File: config.mk
export PLATFORM = sky130hd
export DESIGN_NAME = serial_flash_status_register
export DESIGN_NICKNAME = d
export VERILOG_FILES = /design/src/include/sfsr_pkg.sv /design/src/core/serial_flash_status_register.sv
export SDC_FILE = /design/constraint.sdc
export NUM_CORES = 1
export LEC_CHECK = 0
export ABC_CLOCK_PERIOD_IN_PS = 2850
export BUFFER_PORTS_ARGS = -buffer_cell sky130_fd_sc_hd__buf_2
export CAP_MARGIN = 20
export CORE_AREA = 2 2 85 87
export CTS_CLUSTER_SIZE = 20
export DETAILED_ROUTE_END_ITERATION = 8
export DIE_AREA = 0 0 87 89
export PLACE_DENSITY = 0.77
export SETUP_SLACK_MARGIN = 0.3
export SYNTH_ARGS = -nofsm -noshare
export SYNTH_HDL_FRONTEND = slang
export SYNTH_SLANG_ARGS = --single-unit
File: constraint.sdc
create_clock -name i_ref_clk -period 2.85 [get_ports i_ref_clk]
set_input_delay 0.57 -clock i_ref_clk [delete_from_list [all_inputs] [get_ports i_ref_clk]]
set_output_delay 0.57 -clock i_ref_clk [all_outputs]
set_load 0.03 [all_outputs]
File: src/include/sfsr_pkg.sv
// Constants for the serial flash status register block.
// Assumes a 20 MHz reference clock and SPI modes 0 and 3 on the pins.
package sfsr_pkg;

    // Opcodes
    localparam logic [7:0] OP_WRITE_STATUS = 8'h01;
    localparam logic [7:0] OP_READ_ONE     = 8'h05;
    localparam logic [7:0] OP_READ_TWO     = 8'h35;
    localparam logic [7:0] OP_WRITE_ENABLE = 8'h06;
    localparam logic [7:0] OP_VOL_ENABLE   = 8'h50;

    // Byte one fields
    localparam int B1_MODE_LO = 7;
    localparam int B1_SIZE    = 6;
    localparam int B1_TB      = 5;
    localparam int B1_BP2     = 4;
    localparam int B1_BP0     = 2;
    localparam int B1_WEL     = 1;
    localparam int B1_BUSY    = 0;

    // Byte two fields
    localparam int B2_SUSP    = 7;
    localparam int B2_CMP     = 6;
    localparam int B2_LOCK_C  = 5;
    localparam int B2_LOCK_A  = 3;
    localparam int B2_RSVD    = 2;
    localparam int B2_QE      = 1;
    localparam int B2_MODE_HI = 0;

    // Writable bits of each byte
    localparam logic [7:0] B1_WR_MASK = 8'hFC;
    localparam logic [7:0] B2_WR_MASK = 8'h7B;

    // Factory contents of the non-volatile bits
    localparam logic [7:0] NV_DEFAULT_ONE = 8'h00;
    localparam logic [7:0] NV_DEFAULT_TWO = 8'h00;

    // Protection modes, {mode_hi, mode_lo}
    localparam logic [1:0] MODE_SOFT     = 2'h0;
    localparam logic [1:0] MODE_HW       = 2'h1;
    localparam logic [1:0] MODE_LOCKDOWN = 2'h2;
    localparam logic [1:0] MODE_OTP      = 2'h3;

    // Bit counter and data byte counter
    localparam logic [2:0] BIT_FIRST = 3'h0;
    localparam logic [2:0] BIT_LAST  = 3'h7;
    localparam logic [1:0] DATA_NONE = 2'h0;
    localparam logic [1:0] DATA_ONE  = 2'h1;
    localparam logic [1:0] DATA_TWO  = 2'h2;

    // Timing
    localparam int REF_CLK_KHZ  = 20000;
    localparam int NV_COMMIT_US = 10;
    localparam int NV_COMMIT_CYCLES = NV_COMMIT_US * REF_CLK_KHZ / 1000;

    typedef enum logic [3:0] {
        ST_OPCODE = 4'h1,
        ST_DATA   = 4'h2,
        ST_READ   = 4'h4,
        ST_IGNORE = 4'h8
    } state_t;

endpackage

File: src/core/serial_flash_status_register.sv
// Status register bank of a serial flash: opcode decode, status
// read and write, write-enable latch, protection and busy flag.
// Assumes pins from outside the clock domain and SCK well below
// a quarter of the reference clock.
// Overview of operation
// - Modes 00: status write accepted only with latch set, pin ignored.
// - Modes 01: write-protect pin low rejects writes unless quad enable is set; high allows them.
// - Modes 10: writes blocked until power cycle, which returns 00.
// - Modes 11: status permanently locked, every write refused.
// - Size, top/bottom, block bits set region; complement inverts it.
// - Latch clear refuses program, erase, page and status writes.
// - Latch is 0 after power-up or reset.
// - Latch clears when qualifying write commands complete or abort.
// - Incomplete or unknown opcode abort leaves the latch set.
// - Suspend flag at byte two bit 7, read-only.
// - Three page lock bits at byte two bits 5..3, default 0.
// - Quad enable turns hold and protect pins into data pins.
// - Data byte layouts for byte one and byte two.
// - Valid status write commits at chip-select release, clears latch.
// - Short or misaligned write aborts, bits kept, latch cleared.
// - Byte two writable bits 6..3, 1, 0; bit 2 reads 0.
// - Power-up copies non-volatile bits into governing working copy.
// - 50h leaves latch alone, covers a status write only when it is the next command.
// - 05h reads byte one, 35h byte two, repeating from bit 7.
// - Status reads allowed at any time, even while busy.
// - Byte one: latch bit 1, busy bit 0, only 7..2 writable.
module serial_flash_status_register
    import sfsr_pkg::*;
#(
    parameter logic [7:0]  OP_WRITE_DISABLE = 8'h04,
    parameter logic [7:0]  NV_INIT_ONE      = NV_DEFAULT_ONE,
    parameter logic [7:0]  NV_INIT_TWO      = NV_DEFAULT_TWO,
    parameter int unsigned COMMIT_CYCLES    = NV_COMMIT_CYCLES
)(
    // Clock and reset
    input  wire logic       i_ref_clk,
    input  wire logic       i_rst_b,
    // Serial pins
    input  wire logic       i_cs_b,
    input  wire logic       i_sck,
    input  wire logic       i_si,
    input  wire logic       i_wp_b,
    output logic            o_so,
    output logic            o_so_oe,
    // Rest of the device
    input  wire logic       i_array_busy,
    input  wire logic       i_erase_suspended,
    input  wire logic       i_wel_clear,
    output logic            o_wel,
    output logic            o_busy,
    output logic [5:0]      o_protect_region,
    output logic [2:0]      o_page_lock,
    output logic            o_quad_enable
);

    localparam int CW = $clog2(COMMIT_CYCLES + 1);
    localparam logic [CW-1:0] COMMIT_LOAD = CW'(COMMIT_CYCLES);
    localparam logic [CW-1:0] COUNT_ZERO  = '0;

    function automatic logic [7:0] merge(input logic [7:0] old_v,
                                         input logic [7:0] new_v,
                                         input logic [7:0] mask);
        merge = (old_v & ~mask) | (new_v & mask);
    endfunction

    // Pin synchronisers: cs, sck, si, wp
    logic [3:0]  sync1_q;
    logic [3:0]  sync2_q;
    logic        cs_p_q;
    logic        sck_p_q;

    always_ff @(posedge i_ref_clk or negedge i_rst_b) begin
        if (!i_rst_b) begin
            sync1_q <= 4'hF;
            sync2_q <= 4'hF;
            cs_p_q  <= 1'b1;
            sck_p_q <= 1'b0;
        end else begin
            sync1_q <= {i_wp_b, i_si, i_sck, i_cs_b};
            sync2_q <= sync1_q;
            cs_p_q  <= sync2_q[0];
            sck_p_q <= sync2_q[1];
        end
    end

    wire cs_s     = sync2_q[0];
    wire sck_s    = sync2_q[1];
    wire si_s     = sync2_q[2];
    wire wp_s     = sync2_q[3];
    wire cs_act   = ~cs_s;
    wire cs_idle  = cs_s & cs_p_q;
    wire cs_rel   = cs_s & ~cs_p_q;
    wire sck_rise = cs_act & sck_s & ~sck_p_q;
    wire sck_fall = cs_act & ~sck_s & sck_p_q;

    // Serial engine state
    state_t      state_q;
    state_t      state_d;
    logic [7:0]  shift_q;
    logic [2:0]  bit_cnt_q;
    logic [7:0]  op_q;
    logic        op_full_q;
    logic [1:0]  data_cnt_q;
    logic [7:0]  data1_q;
    logic [7:0]  data2_q;
    logic [2:0]  rd_idx_q;
    logic        so_q;
    logic        so_oe_q;

    // Status storage; the stored pair keeps its contents through
    // reset, which stands for a power cycle
    logic [7:0]  nv1_q = NV_INIT_ONE;
    logic [7:0]  nv2_q = NV_INIT_TWO;
    logic [7:0]  vol1_q;
    logic [7:0]  vol2_q;
    logic        load_q;
    logic        wel_q;
    logic        wel_d;
    logic        vol_arm_q;
    logic        vol_arm_d;
    logic [CW-1:0] commit_q;
    logic        busy_q;

    wire [7:0] shifted   = {shift_q[6:0], si_s};
    wire       byte_done = sck_rise & (bit_cnt_q == BIT_LAST);
    wire       aligned   = bit_cnt_q == BIT_FIRST;
    wire       op_byte   = byte_done & (state_q == ST_OPCODE);
    wire       is_wrsr   = shifted == OP_WRITE_STATUS;
    wire       is_read   = (shifted == OP_READ_ONE) |
                           (shifted == OP_READ_TWO);

    always_comb begin
        state_d = state_q;
        if (!cs_act) begin
            state_d = ST_OPCODE;
        end else begin
            unique case (state_q)
                ST_OPCODE: begin
                    if (byte_done) begin
                        state_d = is_wrsr ? ST_DATA :
                                  is_read ? ST_READ : ST_IGNORE;
                    end
                end
                ST_DATA:   state_d = ST_DATA;
                ST_READ:   state_d = ST_READ;
                ST_IGNORE: state_d = ST_IGNORE;
                default:   state_d = ST_OPCODE;
            endcase
        end
    end

    always_ff @(posedge i_ref_clk or negedge i_rst_b) begin
        if (!i_rst_b) begin
            state_q   <= ST_OPCODE;
            shift_q   <= 8'h00;
            bit_cnt_q <= BIT_FIRST;
            op_q      <= 8'h00;
            op_full_q <= 1'b0;
        end else begin
            state_q <= state_d;
            if (cs_idle) begin
                bit_cnt_q <= BIT_FIRST;
                op_full_q <= 1'b0;
            end else if (sck_rise) begin
                shift_q   <= shifted;
                bit_cnt_q <= bit_cnt_q + 3'h1;
            end
            if (op_byte) begin
                op_q      <= shifted;
                op_full_q <= 1'b1;
            end
        end
    end

    // Data bytes of a status write; bytes past the second are dropped
    always_ff @(posedge i_ref_clk or negedge i_rst_b) begin
        if (!i_rst_b) begin
            data_cnt_q <= DATA_NONE;
            data1_q    <= 8'h00;
            data2_q    <= 8'h00;
        end else if (cs_idle) begin
            data_cnt_q <= DATA_NONE;
        end else if (byte_done && state_q == ST_DATA) begin
            if (data_cnt_q == DATA_NONE) begin
                data1_q    <= shifted;
                data_cnt_q <= DATA_ONE;
            end else if (data_cnt_q == DATA_ONE) begin
                data2_q    <= shifted;
                data_cnt_q <= DATA_TWO;
            end
        end
    end

    // Live status bytes; busy and suspend are never stored
    wire [7:0] byte_one = {vol1_q[B1_MODE_LO:B1_BP0],
                           wel_q, busy_q};
    wire [7:0] byte_two = {i_erase_suspended,
                           vol2_q[B2_CMP:B2_LOCK_A], 1'b0,
                           vol2_q[B2_QE:B2_MODE_HI]};
    wire [7:0] rd_byte  = (op_q == OP_READ_TWO) ? byte_two : byte_one;

    // Read path shifts on the falling edge, never gated by busy
    always_ff @(posedge i_ref_clk or negedge i_rst_b) begin
        if (!i_rst_b) begin
            rd_idx_q <= BIT_LAST;
            so_q     <= 1'b0;
            so_oe_q  <= 1'b0;
        end else begin
            so_oe_q <= state_d == ST_READ;
            if (op_byte) begin
                rd_idx_q <= BIT_LAST;
            end else if (sck_fall && state_q == ST_READ) begin
                so_q     <= rd_byte[rd_idx_q];
                rd_idx_q <= rd_idx_q - 3'h1;
            end
        end
    end

    // Protection decode on the working copy
    wire [1:0] mode   = {vol2_q[B2_MODE_HI], vol1_q[B1_MODE_LO]};
    // In quad mode the protect pin carries data, so it cannot guard
    wire       wp_eff = wp_s | vol2_q[B2_QE];
    wire       prot_ok = (mode == MODE_SOFT) |
                         ((mode == MODE_HW) & wp_eff);

    // Release events
    wire rel_op    = cs_rel & op_full_q;
    wire wren_ev   = rel_op & aligned & (op_q == OP_WRITE_ENABLE);
    wire wrdi_ev   = rel_op & aligned & (op_q == OP_WRITE_DISABLE);
    wire vol_ev    = rel_op & aligned & (op_q == OP_VOL_ENABLE);
    wire wrsr_seen = rel_op & (op_q == OP_WRITE_STATUS);
    wire wrsr_ok   = wrsr_seen & aligned & (data_cnt_q != DATA_NONE) &
                     wel_q & ~busy_q & prot_ok;
    wire [7:0] new1 = merge(vol1_q, data1_q, B1_WR_MASK);
    wire [7:0] new2 = (data_cnt_q == DATA_TWO) ?
                      merge(vol2_q, data2_q, B2_WR_MASK) : vol2_q;
    wire       nv_write = wrsr_ok & ~vol_arm_q;

    // Set wins over a same-cycle clear
    assign wel_d = wren_ev ? 1'b1 :
                   (wrsr_seen | wrdi_ev | i_wel_clear) ? 1'b0 :
                   wel_q;
    assign vol_arm_d = vol_ev ? 1'b1 :
                       rel_op ? 1'b0 : vol_arm_q;

    always_ff @(posedge i_ref_clk or negedge i_rst_b) begin
        if (!i_rst_b) begin
            wel_q     <= 1'b0;
            vol_arm_q <= 1'b0;
        end else begin
            wel_q     <= wel_d;
            vol_arm_q <= vol_arm_d;
        end
    end

    // Power-up copy; lockdown mode does not survive a power cycle
    wire       lockdown = {nv2_q[B2_MODE_HI], nv1_q[B1_MODE_LO]} ==
                          MODE_LOCKDOWN;
    wire [7:0] up1 = lockdown ? (nv1_q & ~(8'h01 << B1_MODE_LO)) : nv1_q;
    wire [7:0] up2 = lockdown ? (nv2_q & ~(8'h01 << B2_MODE_HI)) : nv2_q;

    always_ff @(posedge i_ref_clk or negedge i_rst_b) begin
        if (!i_rst_b) begin
            load_q <= 1'b1;
            vol1_q <= 8'h00;
            vol2_q <= 8'h00;
        end else if (load_q) begin
            load_q <= 1'b0;
            vol1_q <= up1;
            vol2_q <= up2;
        end else if (wrsr_ok) begin
            vol1_q <= new1;
            vol2_q <= new2;
        end
    end

    // No reset: stored bits must outlive a power cycle
    always_ff @(posedge i_ref_clk) begin
        if (load_q) begin
            nv1_q <= up1;
            nv2_q <= up2;
        end else if (nv_write) begin
            nv1_q <= new1;
            nv2_q <= new2;
        end
    end

    // Non-volatile commit timer drives busy
    always_ff @(posedge i_ref_clk or negedge i_rst_b) begin
        if (!i_rst_b) begin
            commit_q <= COUNT_ZERO;
            busy_q   <= 1'b0;
        end else begin
            if (nv_write) begin
                commit_q <= COMMIT_LOAD;
            end else if (commit_q != COUNT_ZERO) begin
                commit_q <= commit_q - CW'(1);
            end
            busy_q <= nv_write | (commit_q > CW'(1)) |
                      i_array_busy;
        end
    end

    // Outputs, all straight from flip-flops
    assign o_so          = so_q;
    assign o_so_oe       = so_oe_q;
    assign o_wel         = wel_q;
    assign o_busy        = busy_q;
    assign o_protect_region = {vol2_q[B2_CMP], vol1_q[B1_SIZE],
                               vol1_q[B1_TB],
                               vol1_q[B1_BP2:B1_BP0]};
    assign o_page_lock   = vol2_q[B2_LOCK_C:B2_LOCK_A];
    assign o_quad_enable = vol2_q[B2_QE];

endmodule

==> results.yml <==
job:
  maxCapViolations: 0
pwr:
  p_sw_share_pct: 26.5
  pwr_density_cell_nw_per_um2: 579
  p_clk_share_pct: 34.5
  leakagePower_nw: 1.97
  switching_power_uw: 669
  comb_power_share_pct: 7.6
  p_int_mw: 1.86
  seq_power_share_pct: 57.9
  ir_drop_mv: 0.321
global_routing:
  grt.busiest_layer: "met2"
  grt_pass1_wl_mm: 11.9
  grt_use_met1_pct: 26.5
  grt_pass1_vias: 2421
  track_usage_pct: 20.6
  grt_overflow: 0
  use_met2_pct: 33.6
  gr-usage-met3_pct: 3.97
  antenna_found_initial: 0
  grt_max_degree: 77
finish:
  multi_input_area_um2: 1580
  antenna-diode-count: 0
  finalNonFillerCells: 427
  syn2layout_area_growth_pct: 9.69
  regArea_um2: 2280
  nFillCells: 518
  drive_gt1_share_pct: 34.0
  nets: 357
worst_setup_path:
  critPathBufInv: 0
  worstPathRequired_ns: 2.90
  critPathMaxStageDelay_ns: 0.69
  cp-end-kind: "flip-flop"
  slowest_stage: "or4_2"
  cp.arrival_ns: 2.53
  path_cells: "nand3b_1, or4b_4, or4_2, nor3_4"
  cp_top_family: "simple AND/OR/NAND/NOR gates"
  crit_fanout: 5
  path_class: "reg2reg"
  start_kind: "flip-flop"
clocking:
  hold_buffers: 0
  cts_buffer_depth: 2
  clock_sinks: 88
  insertion_delay_ns: 0.37
  cts-root-buf: "clkbuf_8"
  cts_tree: "done"
  clk_pin_slew_ns: 0.09
  htreeDepth: 3
  cts_buffers: 9
hold_path:
  holdCritPathClass: "in2reg"
synthesis:
  synth_edf_count: 12
  ys_seq_area_share_pct: 57.3
  netlist_area_um2: 3980
  async_flop_share_pct: 86.4
  yosys_warnings: 0
  synth.net_count: 335
  ys_top_cells_by_area: "dfrtp_1 39%, mux2_2 13%, dfstp_2 9.3%"
  synth.avg_cell_area_um2: 12.4
  synth_cell_types: 50
  netlist.area_leader.share_pct: 39.0
  ys_ff_latch: 88
  synth_commonest_cells: "62 x dfrtp_1, 45 x mux2_2, 25 x nand2_1, 16 x nor2_1, 14 x dfstp_2"
  syn-instance-count: 320
  yosysTopAreaCell: "dfrtp_1"
  yosysMostFrequentCell: "dfrtp_1"
  synthFlopType: "dfrtp_1"
sta:
  fmax_mhz: 404
  period_share_pct: 86.9
  max-slew-margin-rel_pct: 37.1
  tightest_slew_ns: 0.943
  finClkSkew_ns: 0.00949
  rsz0062_at_grt: "no"
  hold_viol: 0
  final-setup-viol-count: 0
  period_needed_ns: 2.48
  setup_tns_ns: 0
  slew_violations: 0
drt:
  avgViaCountPerCell: 5.67
  dr.pass1.iters: 4
  detail-route-antenna-nets: 0
  routedWlPerCell_um: 16.7
  wl_mm: 7.15
  num_vias: 2421
  drtIter0Drc: 71
  drc: 0
die:
  die_w_um: 87
  dieHeight_um: 89
  die_area_um2: 7740
  core_region_area_um2: 6720
  start_util_pct: 59.2
  ioPinCount: 23
  num_rows: 30
placed_design:
  port_buffers: 22
  dpl.hpwl_mm: 4.99
  dp_cells: 410
  place_congestion: 0.780
status:
  status: "completed"
==> path summary, 6_finish.rpt <==
check                      cells after the start        from     endpoint  slack (ns)
hold / removal                                 1       i_sck   sync1_q[1]        0.29
setup / recovery                               4  sync2_q[0]     nv2_q[6]        0.37
max in group asynchronous                      1     i_rst_b   data2_q[3]        1.89
min in group asynchronous                      1     i_rst_b  commit_q[4]        0.31
setup reg to reg                               4  sync2_q[0]     nv2_q[6]        0.37
hold reg to reg                                0  sync1_q[1]   sync2_q[1]        0.36
==> area by class of cell <==
cell class,instances,share of cell area (%)
inverter,9,0.775
tap,80,2.29
clock inverter,7,1.84
sequential,88,52.3
timing repair buffer,29,3.79
clock buffer,9,2.84
multi-input combinational,205,36.2
==> cells in the final DEF (no fill, tap or decap), types with 11 or more instances in the layout <==
cell type / instances
edfxtp_1: 12
mux2i_1: 11
mux2_2: 45
a21oi_1: 11
dfstp_2: 14
o21ai_0: 13
dfrtp_1: 62
nand2_1: 25
buf_2: 21
nor2_1: 16
==> kinds of logic after synthesis <==
logic type      after synthesis  share of synthesized area [%]
simple gates                 95                           13.7
flops                        88                           57.3
mux                          57                           16.1
compound gates               40                           6.23
buf+inv                      27                           3.40
fa+ha+maj                     6                           1.89
xor+xnor                      6                           1.32
other cells                   1                         0.0943
==> sequential cells by signal, summed over array words and instances (netlist names), 6 cells and up <==
| register | cells |
|---|---|
| commit_q | 8 |
| data1_q | 6 |
| data2_q | 6 |
| nv1_q | 6 |
| nv2_q | 6 |
| op_q | 8 |
| shift_q | 7 |
| vol1_q | 6 |
| vol2_q | 6 |
==> through the flow <==
stage	instance area (um^2)	setup slack (ns)	hold WS, ns	util (%)	total power [mW]
2_1_floorplan	3980	0.349	0.274	-	1.60
4_1_cts	4350	0.374	0.277	64.7	2.56
6_report	4360	0.372	0.289	64.9	2.53
3_5_place_dp	4140	0.316	0.347	61.6	1.68
3_3_place_gp	4140	0.357	0.346	61.6	1.67
5_1_grt	4360	0.291	0.278	64.9	2.64
==> per-layer routing <==
layer	part of all wire, %	vias up
met3	3.6	13
met2	48	41
met1	46	1177
li1	-	1190
met5	0	-
met4	2.2	0
==> power by group through the flow <==
stage / clock (mW) / sequential [mW] / combinational, mW
6_report: 0.872 / 1.46 / 0.193
5_1_grt: 0.939 / 1.48 / 0.217
4_1_cts: 0.898 / 1.46 / 0.197
3_5_place_dp: 0 / 1.49 / 0.193
3_3_place_gp: 0 / 1.48 / 0.189
2_1_floorplan: 0 / 1.42 / 0.180
==> timing repair <==
action | in CTS | in global routing
endpoints found under the hold margin | 0 | 0
resized for setup | 1 | 1
setup endpoints to repair | 5 | 12
setup buffers | 0 | 1
Note: power is estimated with default switching activity, not from simulation.
